===== config.mk =====
export PLATFORM = sky130hd
export DESIGN_NAME = itc_exec
export DESIGN_NICKNAME = d
export VERILOG_FILES = /design/src/hw/itc_pkg.sv /design/src/hw/itc_exec.sv
export SDC_FILE = /design/constraint.sdc
export NUM_CORES = 1
export LEC_CHECK = 0
export BUFFER_PORTS_ARGS = -buffer_cell sky130_fd_sc_hd__buf_4
export CORE_ASPECT_RATIO = 2
export CORE_MARGIN = 2
export CORE_UTILIZATION = 47
export CTS_CLUSTER_SIZE = 10
export DETAILED_ROUTE_END_ITERATION = 10
export PLACE_DENSITY = 0.8
export SLEW_MARGIN = 20
export SYNTH_ARGS = -nofsm -noshare
export SYNTH_HDL_FRONTEND = slang
export SYNTH_SLANG_ARGS = --single-unit

===== constraint.sdc =====
create_clock -name clk -period 2.2 [get_ports clk]
set_input_delay 0.55 -clock clk [delete_from_list [all_inputs] [get_ports clk]]
set_output_delay 0.55 -clock clk [all_outputs]
set_load 0.01 [all_outputs]

===== src/hw/itc_pkg.sv =====
/*
 * Shared constants and types for the interrupt and timer control
 * instruction executor: bus offsets, field positions, reset values,
 * the instruction codes and the control register bank type.
 * Assumes a 32-bit Avalon-MM slave port with nibble-wide registers.
 */
package itc_pkg;

	// Register byte addresses on the slave port.
	localparam logic [3:0] ITC_ADR_EXEC = 4'h0;
	localparam logic [3:0] ITC_ADR_RESULT = 4'h4;
	localparam logic [3:0] ITC_ADR_STATUS = 4'h8;

	// Field positions in the execute word.
	localparam int ITC_OP_LSB = 0;
	localparam int ITC_ACC_LSB = 8;

	// Field positions in the result word.
	localparam int ITC_RES_LOAD = 4;
	localparam int ITC_RES_SKIP = 5;

	// Field positions in the status word.
	localparam int ITC_ST_IE = 0;
	localparam int ITC_ST_REQ0 = 1;
	localparam int ITC_ST_REQ1 = 2;
	localparam int ITC_ST_SKIP = 3;
	localparam int ITC_ST_PIN0 = 4;
	localparam int ITC_ST_PIN1 = 5;

	// Bit positions inside the control registers.
	localparam int ITC_GATE0_BIT = 0;
	localparam int ITC_GATE1_BIT = 1;
	localparam int ITC_POL_BIT = 2;

	// Indices of the control registers in the bank.
	localparam logic [2:0] ITC_IX_ICTL1 = 3'h0;
	localparam logic [2:0] ITC_IX_ICTL2 = 3'h1;
	localparam logic [2:0] ITC_IX_ICFG1 = 3'h2;
	localparam logic [2:0] ITC_IX_ICFG2 = 3'h3;
	localparam logic [2:0] ITC_IX_TCTL1 = 3'h4;
	localparam logic [2:0] ITC_IX_TCTL2 = 3'h5;
	localparam logic [2:0] ITC_IX_TCTL3 = 3'h6;
	localparam logic [2:0] ITC_IX_TCTL4 = 3'h7;

	// Reset value of every nibble register.
	localparam logic [3:0] ITC_NIB_RST = 4'h0;

	// Instruction codes accepted by the executor.
	typedef enum logic [4:0] {
		ITC_NO_OP = 5'h00, ITC_MASK_IRQ = 5'h01, ITC_UNMASK_IRQ = 5'h02,
		ITC_TEST_REQ0 = 5'h03, ITC_TEST_REQ1 = 5'h04, ITC_TEST_LVL0 = 5'h05, ITC_TEST_LVL1 = 5'h06,
		ITC_RD_ICTL1 = 5'h07, ITC_WR_ICTL1 = 5'h08, ITC_RD_ICTL2 = 5'h09, ITC_WR_ICTL2 = 5'h0A,
		ITC_RD_ICFG1 = 5'h0B, ITC_WR_ICFG1 = 5'h0C, ITC_RD_ICFG2 = 5'h0D, ITC_WR_ICFG2 = 5'h0E,
		ITC_WR_TSEL = 5'h0F,
		ITC_RD_TCTL1 = 5'h10, ITC_WR_TCTL1 = 5'h11, ITC_RD_TCTL2 = 5'h12, ITC_WR_TCTL2 = 5'h13,
		ITC_RD_TCTL3 = 5'h14, ITC_WR_TCTL3 = 5'h15, ITC_RD_TCTL4 = 5'h16, ITC_WR_TCTL4 = 5'h17
	} itc_op_t;

	// Eight nibble control registers, indexed by the ITC_IX constants.
	typedef logic [7:0][3:0] itc_bank_t;

endpackage


===== src/hw/itc_exec.sv =====
/*
 * Executor for the interrupt and timer control instructions of a
 * small 4-bit core. Software issues one instruction per write to the
 * execute register, with the accumulator value beside the op code.
 * Assumes one 250 MHz clock, synchronous pins and request-set pulses.
 */
// The implementer's own choices: the register addresses and the Avalon-MM interface to the registers.
`timescale 1ns/1ns
module itc_exec
	import itc_pkg::*;
(
	input wire logic clk, // Core clock, 250 MHz.
	input wire logic rst_n, // Asynchronous reset, active low.
	input wire logic [3:0] avs_address, // Byte address.
	input wire logic avs_read, // Read request.
	input wire logic avs_write, // Write request.
	input wire logic [31:0] avs_writedata, // Write data.
	output logic [31:0] avs_readdata, // Read data.
	output logic avs_waitrequest, // Low for the answer cycle.
	input wire logic ext_irq_pin_zero, // External interrupt pin zero.
	input wire logic ext_irq_pin_one, // External interrupt pin one.
	input wire logic ext0_req_set, // Pulse: ext0 request event.
	input wire logic ext1_req_set, // Pulse: ext1 request event.
	output logic irq_global_enable, // Global interrupt enable.
	output logic ext0_req_flag, // External 0 request flag.
	output logic ext1_req_flag, // External 1 request flag.
	output itc_bank_t ctl_bank, // Interrupt and timer control registers.
	output logic timer_select_ctrl, // Timer select control bit.
	output logic [3:0] acc_value, // Value for the accumulator.
	output logic acc_load, // Pulse: load accumulator.
	output logic skip_next // Next instruction is to be skipped.
);

	// Reset release chain; only the second stage is used elsewhere.
	logic rst_meta;
	logic rst_sync_n;

	// Two flops release the reset cleanly on the clock.
	always_ff @(posedge clk or negedge rst_n)
	begin
		if (!rst_n)
		begin
			rst_meta <= 1'b0;
			rst_sync_n <= 1'b0;
		end
		else
		begin
			rst_meta <= 1'b1;
			rst_sync_n <= rst_meta;
		end
	end

	// Bus decode. A request is answered on the cycle after it rises.
	wire bus_req = avs_read | avs_write;
	wire bus_take = bus_req & avs_waitrequest;
	wire wr_take = bus_take & avs_write;
	wire rd_take = bus_take & avs_read;
	wire exec_fire = wr_take & (avs_address == ITC_ADR_EXEC);

	// The instruction and its accumulator operand.
	itc_op_t op;
	wire [3:0] acc_in = avs_writedata[ITC_ACC_LSB +: 4];
	assign op = itc_op_t'(avs_writedata[ITC_OP_LSB +: 5]);

	// A pending skip swallows the next instruction whole.
	wire live = exec_fire & ~skip_next;

	// Gate and polarity bits pulled from the bank.
	wire gate0 = ctl_bank[ITC_IX_ICTL1][ITC_GATE0_BIT];
	wire gate1 = ctl_bank[ITC_IX_ICTL1][ITC_GATE1_BIT];
	wire pol0 = ctl_bank[ITC_IX_ICFG1][ITC_POL_BIT];
	wire pol1 = ctl_bank[ITC_IX_ICFG2][ITC_POL_BIT];

	// Flag tests; a set gate turns the test into a no-operation.
	wire req0_hit = live & (op == ITC_TEST_REQ0) & ~gate0 & ext0_req_flag;
	wire req1_hit = live & (op == ITC_TEST_REQ1) & ~gate1 & ext1_req_flag;

	// Pin level tests compare the pin against its polarity bit.
	wire lvl0_hit = live & (op == ITC_TEST_LVL0) & (ext_irq_pin_zero == pol0);
	wire lvl1_hit = live & (op == ITC_TEST_LVL1) & (ext_irq_pin_one == pol1);
	wire skip_set = req0_hit | req1_hit | lvl0_hit | lvl1_hit;

	// Transfer decode: register index and direction.
	logic [2:0] bank_ix;
	logic is_rd;
	logic is_wr;

	// Maps every transfer op to its bank slot.
	always_comb
	begin
		bank_ix = ITC_IX_ICTL1;
		is_rd = 1'b0;
		is_wr = 1'b0;
		unique case (op)
			ITC_RD_ICTL1:
			begin
				bank_ix = ITC_IX_ICTL1;
				is_rd = 1'b1;
			end
			ITC_WR_ICTL1:
			begin
				bank_ix = ITC_IX_ICTL1;
				is_wr = 1'b1;
			end
			ITC_RD_ICTL2:
			begin
				bank_ix = ITC_IX_ICTL2;
				is_rd = 1'b1;
			end
			ITC_WR_ICTL2:
			begin
				bank_ix = ITC_IX_ICTL2;
				is_wr = 1'b1;
			end
			ITC_RD_ICFG1:
			begin
				bank_ix = ITC_IX_ICFG1;
				is_rd = 1'b1;
			end
			ITC_WR_ICFG1:
			begin
				bank_ix = ITC_IX_ICFG1;
				is_wr = 1'b1;
			end
			ITC_RD_ICFG2:
			begin
				bank_ix = ITC_IX_ICFG2;
				is_rd = 1'b1;
			end
			ITC_WR_ICFG2:
			begin
				bank_ix = ITC_IX_ICFG2;
				is_wr = 1'b1;
			end
			ITC_RD_TCTL1:
			begin
				bank_ix = ITC_IX_TCTL1;
				is_rd = 1'b1;
			end
			ITC_WR_TCTL1:
			begin
				bank_ix = ITC_IX_TCTL1;
				is_wr = 1'b1;
			end
			ITC_RD_TCTL2:
			begin
				bank_ix = ITC_IX_TCTL2;
				is_rd = 1'b1;
			end
			ITC_WR_TCTL2:
			begin
				bank_ix = ITC_IX_TCTL2;
				is_wr = 1'b1;
			end
			ITC_RD_TCTL3:
			begin
				bank_ix = ITC_IX_TCTL3;
				is_rd = 1'b1;
			end
			ITC_WR_TCTL3:
			begin
				bank_ix = ITC_IX_TCTL3;
				is_wr = 1'b1;
			end
			ITC_RD_TCTL4:
			begin
				bank_ix = ITC_IX_TCTL4;
				is_rd = 1'b1;
			end
			ITC_WR_TCTL4:
			begin
				bank_ix = ITC_IX_TCTL4;
				is_wr = 1'b1;
			end
			default: ; // Non-transfer ops and illegal codes move nothing.
		endcase
	end

	wire rd_go = live & is_rd;
	wire wr_go = live & is_wr;

	// Request flags: a hardware set beats a skip clear in the same cycle.
	wire next_req0 = ext0_req_set | (ext0_req_flag & ~req0_hit);
	wire next_req1 = ext1_req_set | (ext1_req_flag & ~req1_hit);

	// Enable flag follows the mask and unmask instructions.
	wire next_ie = (live & (op == ITC_UNMASK_IRQ)) ? 1'b1 :
		(live & (op == ITC_MASK_IRQ)) ? 1'b0 : irq_global_enable;

	// Skip flag: set by a test, cleared by the swallowed instruction.
	wire next_skip = skip_set | (skip_next & ~exec_fire);

	// Register reads return the latest result, the status word, or zero for any other address.
	wire [31:0] res_word = {26'h0, skip_next, acc_load, acc_value};
	wire [31:0] st_word = {26'h0, ext_irq_pin_one, ext_irq_pin_zero,
		skip_next, ext1_req_flag, ext0_req_flag, irq_global_enable};
	wire [31:0] rd_word = (avs_address == ITC_ADR_RESULT) ? res_word :
		(avs_address == ITC_ADR_STATUS) ? st_word : 32'h0;

	// Bus handshake: waitrequest drops for exactly one cycle per request.
	always_ff @(posedge clk or negedge rst_sync_n)
	begin
		if (!rst_sync_n)
		begin
			avs_waitrequest <= 1'b1;
			avs_readdata <= 32'h0;
		end
		else
		begin
			avs_waitrequest <= ~bus_take;
			if (rd_take)
			begin
				avs_readdata <= rd_word;
			end
		end
	end

	// Flags and skip state.
	always_ff @(posedge clk or negedge rst_sync_n)
	begin
		if (!rst_sync_n)
		begin
			irq_global_enable <= 1'b0;
			ext0_req_flag <= 1'b0;
			ext1_req_flag <= 1'b0;
			skip_next <= 1'b0;
		end
		else
		begin
			irq_global_enable <= next_ie;
			ext0_req_flag <= next_req0;
			ext1_req_flag <= next_req1;
			skip_next <= next_skip;
		end
	end

	// Control bank and timer select; only the addressed slot changes.
	always_ff @(posedge clk or negedge rst_sync_n)
	begin
		if (!rst_sync_n)
		begin
			ctl_bank <= {8{ITC_NIB_RST}};
			timer_select_ctrl <= 1'b0;
		end
		else
		begin
			if (wr_go)
			begin
				ctl_bank[bank_ix] <= acc_in;
			end
			if (live & (op == ITC_WR_TSEL))
			begin
				timer_select_ctrl <= acc_in[0];
			end
		end
	end

	// Accumulator result. Carry is never reported, so it stays the core's.
	always_ff @(posedge clk or negedge rst_sync_n)
	begin
		if (!rst_sync_n)
		begin
			acc_value <= ITC_NIB_RST;
			acc_load <= 1'b0;
		end
		else
		begin
			acc_load <= rd_go;
			if (rd_go)
			begin
				acc_value <= ctl_bank[bank_ix];
			end
		end
	end
endmodule // itc_exec


==> impl_metrics.py, run 1 <==
metrics = {
    "synthesis": {
        "yosysMostFrequentCell": "dfrtp_1",
        "synthArstFlopShare": 1.00,
        "yosys.cell_types.count": 41,
        "synth_top_area_frac": 0.473,
        "syn_inst": 237,
        "synth_top_cell_by_area": "dfrtp_1",
        "netlist_top_cells_area": "dfrtp_1 47%, mux2_2 14%, buf_4 7.7%",
        "synth_warnings": 0,
        "synth_edf_count": 0,
        "syn_area_per_cell_um2": 11.1,
        "ys_seq_area_frac": 0.483,
        "synth_common_cells": "50 x dfrtp_1, 33 x mux2_2, 27 x buf_4",
        "ys_ff_latch": 51,
        "synth_ff_type": "dfrtp_1",
        "netlist_area_mm2": 0.00264,
    },
    "setup_path": {
        "startpoint_type": "flip-flop",
        "ff2ff_path_depth": 5,
        "crit_slowest_cell": "dfstp_2",
        "path_buf_inv": 0,
        "cp_cell_sequence": "nand2_1 > or3b_1 > or2_0 > or3_4 > o221ai_1",
        "path_depth": 5,
        "cp.arrival_ps": 2270,
        "worst_ep_required_time_ps": 2420,
        "crit_path_end_kind": "flip-flop",
        "crit_family": "simple AND/OR/NAND/NOR gates",
        "slowest_delay_ps": 560,
        "crit_type": "flip-flop to flip-flop",
        "crit_fanout": 4,
    },
    "pwr": {
        "combPwrFrac": 0.140,
        "p_sw_mw": 0.495,
        "power.density_mw_per_mm2": 587,
        "seqPwrFrac": 0.512,
        "p_int_mw": 1.46,
        "p_leak_nw": 1.68,
        "clkPwrFrac": 0.349,
        "ir_drop_mv": 0.736,
        "switching_share": 0.253,
    },
    "timing": {
        "post-route-period-util": 0.931,
        "setup_violations": 0,
        "worst_clock_skew_ps": 11.9,
        "worstMarginPinSlew_ps": 624,
        "maxSlewViolCount": 0,
        "max_freq_mhz": 488,
        "hold_violations": 0,
        "grt_setup_unrepaired": "no",
        "finalCriticalPeriod_ps": 2050,
        "hold_ws_ps": 362,
        "relSlewSlack": 0.584,
    },
    "clocking": {
        "cts_hold_buf": 1,
        "clock-root-buffer": "clkbuf_8",
        "cts_sinks": 51,
        "cts.path.max_buffers": 2,
        "cts_setup_buffers": 0,
        "numCtsBuffers": 5,
        "cts_tree": "built",
        "clk_latency_ps": 320,
        "cts_resized": 0,
        "clkTransAtPathRegs_ps": 100,
        "htree_levels": 2,
    },
    "routing": {
        "wl_per_cell_um": 16.8,
        "route.met3.wl_um": 333,
        "routed_wl_um": 6380,
        "antenna_left": 0,
        "drc": 0,
        "wl_met1_um": 2160,
        "highest_layer": "met4",
        "num_vias": 2049,
        "drt-initial-drc-count": 70,
        "dr_wl_met2_um": 3610,
        "viasPerCell": 5.41,
        "dr.pass1.iters": 4,
    },
    "final_layout": {
        "design_area_mm2": 0.00333,
        "n_antenna_cell": 0,
        "syn2layout_area_growth_pct": 25.9,
        "fin_cells": 379,
        "fin_nets": 362,
        "drive_above_1_share": 0.423,
        "final_core_util": 0.614,
    },
    "grt": {
        "grt_pass1_wl_um": 10100,
        "gr-total-overflow": 0,
        "antenna_found_initial": 0,
        "grt_start_max_net_pins": 50,
        "grt_pass1_vias": 2054,
        "gr-usage-all-layers": 0.214,
    },
    "place": {
        "gp_congestion": 0.846,
        "place_inst": 370,
        "placed_area_mm2": 0.00320,
        "portBuffers": 69,
        "dp_hpwl_um": 4920,
    },
    "min_path": {
        "min_path_type": "flip-flop to async pin",
    },
    "floorplan": {
        "start_util": 0.488,
        "rows": 38,
        "ios": 119,
        "dieWidth_um": 57.0,
        "die_y_um": 110,
        "core_mm2": 0.00542,
        "fp.dieArea_mm2": 0.00627,
    },
    "flow_run": {
        "maxCapViolCount": 0,
    },
    "run_status": {
        "status": "finished, final reports clean",
    },
}
==> worst reg2reg max path: cells and delay by family (launching register included) <==
kind,cells,cell delay (ps)
compound gates,1,220
flops,1,560
simple gates,4,1170
==> sequential cells by signal, summed over array words and instances, names as in the netlist <==
name,count
rst_sync_n,1
irq_global_enable,1
ctl_bank,32
acc_load,1
ext1_req_flag,1
avs_readdata,6
ext0_req_flag,1
acc_value,4
rst_meta,1
avs_waitrequest,1
timer_select_ctrl,1
skip_next,1
==> per-layer routing <==
| layer | track usage | vias up |
|---|---|---|
| li1 | - | 964 |
| met1 | 0.218 | 987 |
| met2 | 0.397 | 82 |
| met3 | 0.0350 | 16 |
| met4 | 0.131 | 0 |
| met5 | 0 | - |
==> cell type report <==
class / count / area [µm²]
fill: 489 / 2090
sequential: 51 / 1280
clock inverter: 2 / 35.0
tap: 60 / 75.1
inverter: 3 / 11.3
multi-input combinational: 173 / 1210
clock buffer: 6 / 82.6
timing repair buffer: 84 / 633
==> layout by cell type (no fill, tap or decap), drive strengths merged, types with 2 or more instances in the layout <==
cell type,instances
mux2,33
o221ai,4
dfrtp,50
and2,2
nor3,6
nand4,2
buf,83
clkbuf,6
nand3,5
a31oi,2
o21ai,6
a21o,4
a21oi,10
nor2,25
and3,3
or3,2
nor4b,2
nand2,4
xnor2,2
mux2i,8
nand4b,2
a22oi,6
inv,3
nand2b,2
conb,27
a221oi,8
==> path summary, 6_finish.rpt <==
| path | startpoint | end | slack [ps] |
|---|---|---|---|
| max in group asynchronous | rst_sync_n | ctl_bank[16] | 1400 |
| max reg2reg | avs_waitrequest | acc_value[3] | 150 |
| min reg2reg | rst_sync_n | ctl_bank[6] | 360 |
| min | rst_sync_n | ctl_bank[6] | 360 |
| min in group clk | rst_meta | rst_sync_n | 360 |
| max | avs_waitrequest | acc_value[3] | 150 |
==> per-stage QoR <==
stage	setup TNS, ps	power (mW)	setup WS (ps)
floorplan	0	1.19	32.2
CTS	0	1.97	126
finish	0	1.95	151
global route	0	2.04	11.7
global placement	-118	1.28	-38.4
detailed placement	-215	1.29	-82.2
==> power by group through the flow <==
stage,clock network (mW),registers [mW],logic [mW]
2_1_floorplan,0,1.05,0.148
5_1_grt,0.736,1.01,0.299
3_3_place_gp,0,1.02,0.267
4_1_cts,0.697,1.00,0.276
6_report,0.681,1.00,0.273
3_5_place_dp,0,1.02,0.274
==> cell families after synthesis <==
group	Yosys count	synth area share
AND/OR/NAND/NOR	59	0.125
other	2	0.00284
multiplexers	41	0.171
XOR/XNOR	3	0.00994
buffers and inverters	38	0.0937
AO/OA/AOI/OAI	43	0.115
flip-flops	51	0.483
Power figures use the tool's default switching activity.
==> run 2, diff against run 1 <==
--- a/config.mk
+++ b/config.mk
@@ -12,6 +12,7 @@
 export CTS_CLUSTER_SIZE = 10
 export DETAILED_ROUTE_END_ITERATION = 10
 export PLACE_DENSITY = 0.8
+export REMOVE_ABC_BUFFERS = 1
 export SLEW_MARGIN = 20
 export SYNTH_ARGS = -nofsm -noshare
 export SYNTH_HDL_FRONTEND = slang
==> impl_metrics.py, run 2 (synthesized netlist as in run 1, its figures left out) <==
metrics = {
    "run_status": {
        "status": "finished, final reports clean",
    },
    "final_layout": {
        "regMostFlops": "ctl_bank",
        "fin_nets": 362,
        "design_area_mm2": 0.00333,
        "largest_reg_flops": 32,
        "n_antenna_cell": 0,
        "fin_cells": 379,
        "mostFrequentLayoutCell": "buf_4",
        "layout_common_cells": "83 x buf_4, 49 x dfrtp_1, 33 x mux2_2, 27 x conb_1, 25 x nor2_1",
        "syn2layout_area_growth_pct": 25.9,
        "drive_above_1_share": 0.423,
        "top_regs": "ctl_bank: 32 flops, avs_readdata: 6 flops, acc_value: 4 flops",
    },
    "place": {
        "dp_hpwl_um": 4930,
        "portBuffers": 69,
        "place_inst": 370,
        "gp_congestion": 0.836,
        "placed_area_mm2": 0.00320,
        "pre_cts_slack_ps": -59.9,
    },
    "timing": {
        "max_freq_mhz": 497,
        "maxSlewViolCount": 0,
        "worstMarginPinSlew_ps": 613,
        "relSlewSlack": 0.591,
        "grt_setup_unrepaired": "no",
        "post-route-period-util": 0.915,
        "setup_violations": 0,
        "worst_clock_skew_ps": 9.60,
        "hold_violations": 0,
        "finalCriticalPeriod_ps": 2010,
        "setup_ws_ps": 187,
        "fin_tns_setup_ps": 0,
    },
    "clocking": {
        "cts_tree": "built",
        "clk_latency_ps": 310,
        "htree_levels": 2,
        "cts_sinks": 51,
        "cts_setup_buffers": 0,
        "cts.path.max_buffers": 2,
        "clkTransAtPathRegs_ps": 90,
        "numCtsBuffers": 5,
        "clock-root-buffer": "clkbuf_8",
    },
    "min_path": {
        "min_path_type": "flip-flop to async pin",
    },
    "routing": {
        "drt-initial-drc-count": 77,
        "viasPerCell": 5.63,
        "routed_wl_um": 6310,
        "drc": 0,
        "antenna_left": 0,
        "wl_per_cell_um": 16.6,
        "dr.pass1.iters": 4,
        "num_vias": 2133,
    },
    "pwr": {
        "p_leak_nw": 1.68,
        "power.density_mw_per_mm2": 585,
        "p_total_mw": 1.95,
        "ir_drop_mv": 0.754,
    },
    "setup_path": {
        "worstReg2RegStart": "avs_waitrequest",
        "worst_ep_required_time_ps": 2430,
        "r2r-end": "acc_value[0]",
        "ff2ff_path_depth": 5,
        "crit_type": "flip-flop to flip-flop",
        "r2r_slack_ps": 190,
        "crit_slowest_cell": "dfstp_2",
        "path_depth": 5,
        "crit_path_end_kind": "flip-flop",
        "crit_path_end": "acc_value[0]",
        "slowest_delay_ps": 550,
        "path_buf_inv": 0,
        "cp_cell_sequence": "nand2_1 > or3b_1 > or2_0 > or3_4 > o221ai_1",
        "crit_fanout": 4,
        "crit_family": "simple AND/OR/NAND/NOR gates",
        "startpoint_type": "flip-flop",
        "cp.arrival_ps": 2240,
        "startpoint": "avs_waitrequest",
    },
    "flow_run": {
        "maxCapViolCount": 0,
    },
    "floorplan": {
        "fp.dieArea_mm2": 0.00627,
        "start_util": 0.488,
        "core_mm2": 0.00542,
        "rows": 38,
        "ios": 119,
        "die_y_um": 110,
        "dieWidth_um": 57.0,
    },
    "grt": {
        "gr-usage-all-layers": 0.211,
        "antenna_found_initial": 0,
        "grt_pass1_wl_um": 10000,
        "gr-total-overflow": 0,
        "grt_pass1_vias": 2125,
        "grt_start_max_net_pins": 50,
    },
}
## run 2: cell counts in the layout (fill, tap and decap cells not counted)
No cell type changed its count.
## run 2: per-stage QoR
step	utilization	hold WS, ps
floorplan	-	254
global placement	0.590	333
detailed placement	0.590	335
CTS	0.614	363
global route	0.614	376
finish	0.614	359
## run 2: timing repair
action                    4_1_cts  5_1_grt
hold buffers                    1        0
resized for setup               0        0
hold endpoints to repair        2        0
## run 2: worst register-to-register path, delay by kind of cell, from the launching register on
| kind | cells | cell delay [ps] |
|---|---|---|
| compound gates | 1 | 200 |
| flops | 1 | 550 |
| simple gates | 4 | 1180 |
## run 2: final cells by class
type	instances	area [µm²]
fillers	481	2090
clock buffers	6	82.6
clock inverters	2	35.0
inverters	3	11.3
multi-input cells	173	1210
flip-flops and latches	51	1280
well taps	60	75.1
repair buffers	84	633
## run 2: report_power, final
| group | internal (mW) | leakage (nW) | switching [mW] |
|---|---|---|---|
| Clock | 0.368 | 0.0612 | 0.305 |
| Sequential | 0.975 | 0.680 | 0.0268 |
| Combinational | 0.116 | 0.937 | 0.156 |
| Total | 1.46 | 1.68 | 0.487 |
## run 2: per-layer routing
layer / track usage / vias up / routed length (µm)
met1: 0.198 / 1020 / 1950
met5: 0 / - / 0
met2: 0.400 / 121 / 3600
li1: - / 966 / -
met4: 0.138 / 0 / 317
met3: 0.0420 / 26 / 437
## run 2: worst min-delay path by stage
| stage | startpoint | to | slack [ps] | cells after the start |
|---|---|---|---|---|
| after floorplan | rst_n | rst_meta | 250 | 0 |
| after global placement | rst_n | rst_meta | 330 | 1 |
| after detailed placement | rst_n | rst_meta | 330 | 1 |
| after CTS | rst_meta | rst_sync_n | 360 | 0 |
| after global routing | rst_meta | rst_sync_n | 380 | 0 |
| final | rst_sync_n | ctl_bank[14] | 360 | 1 |
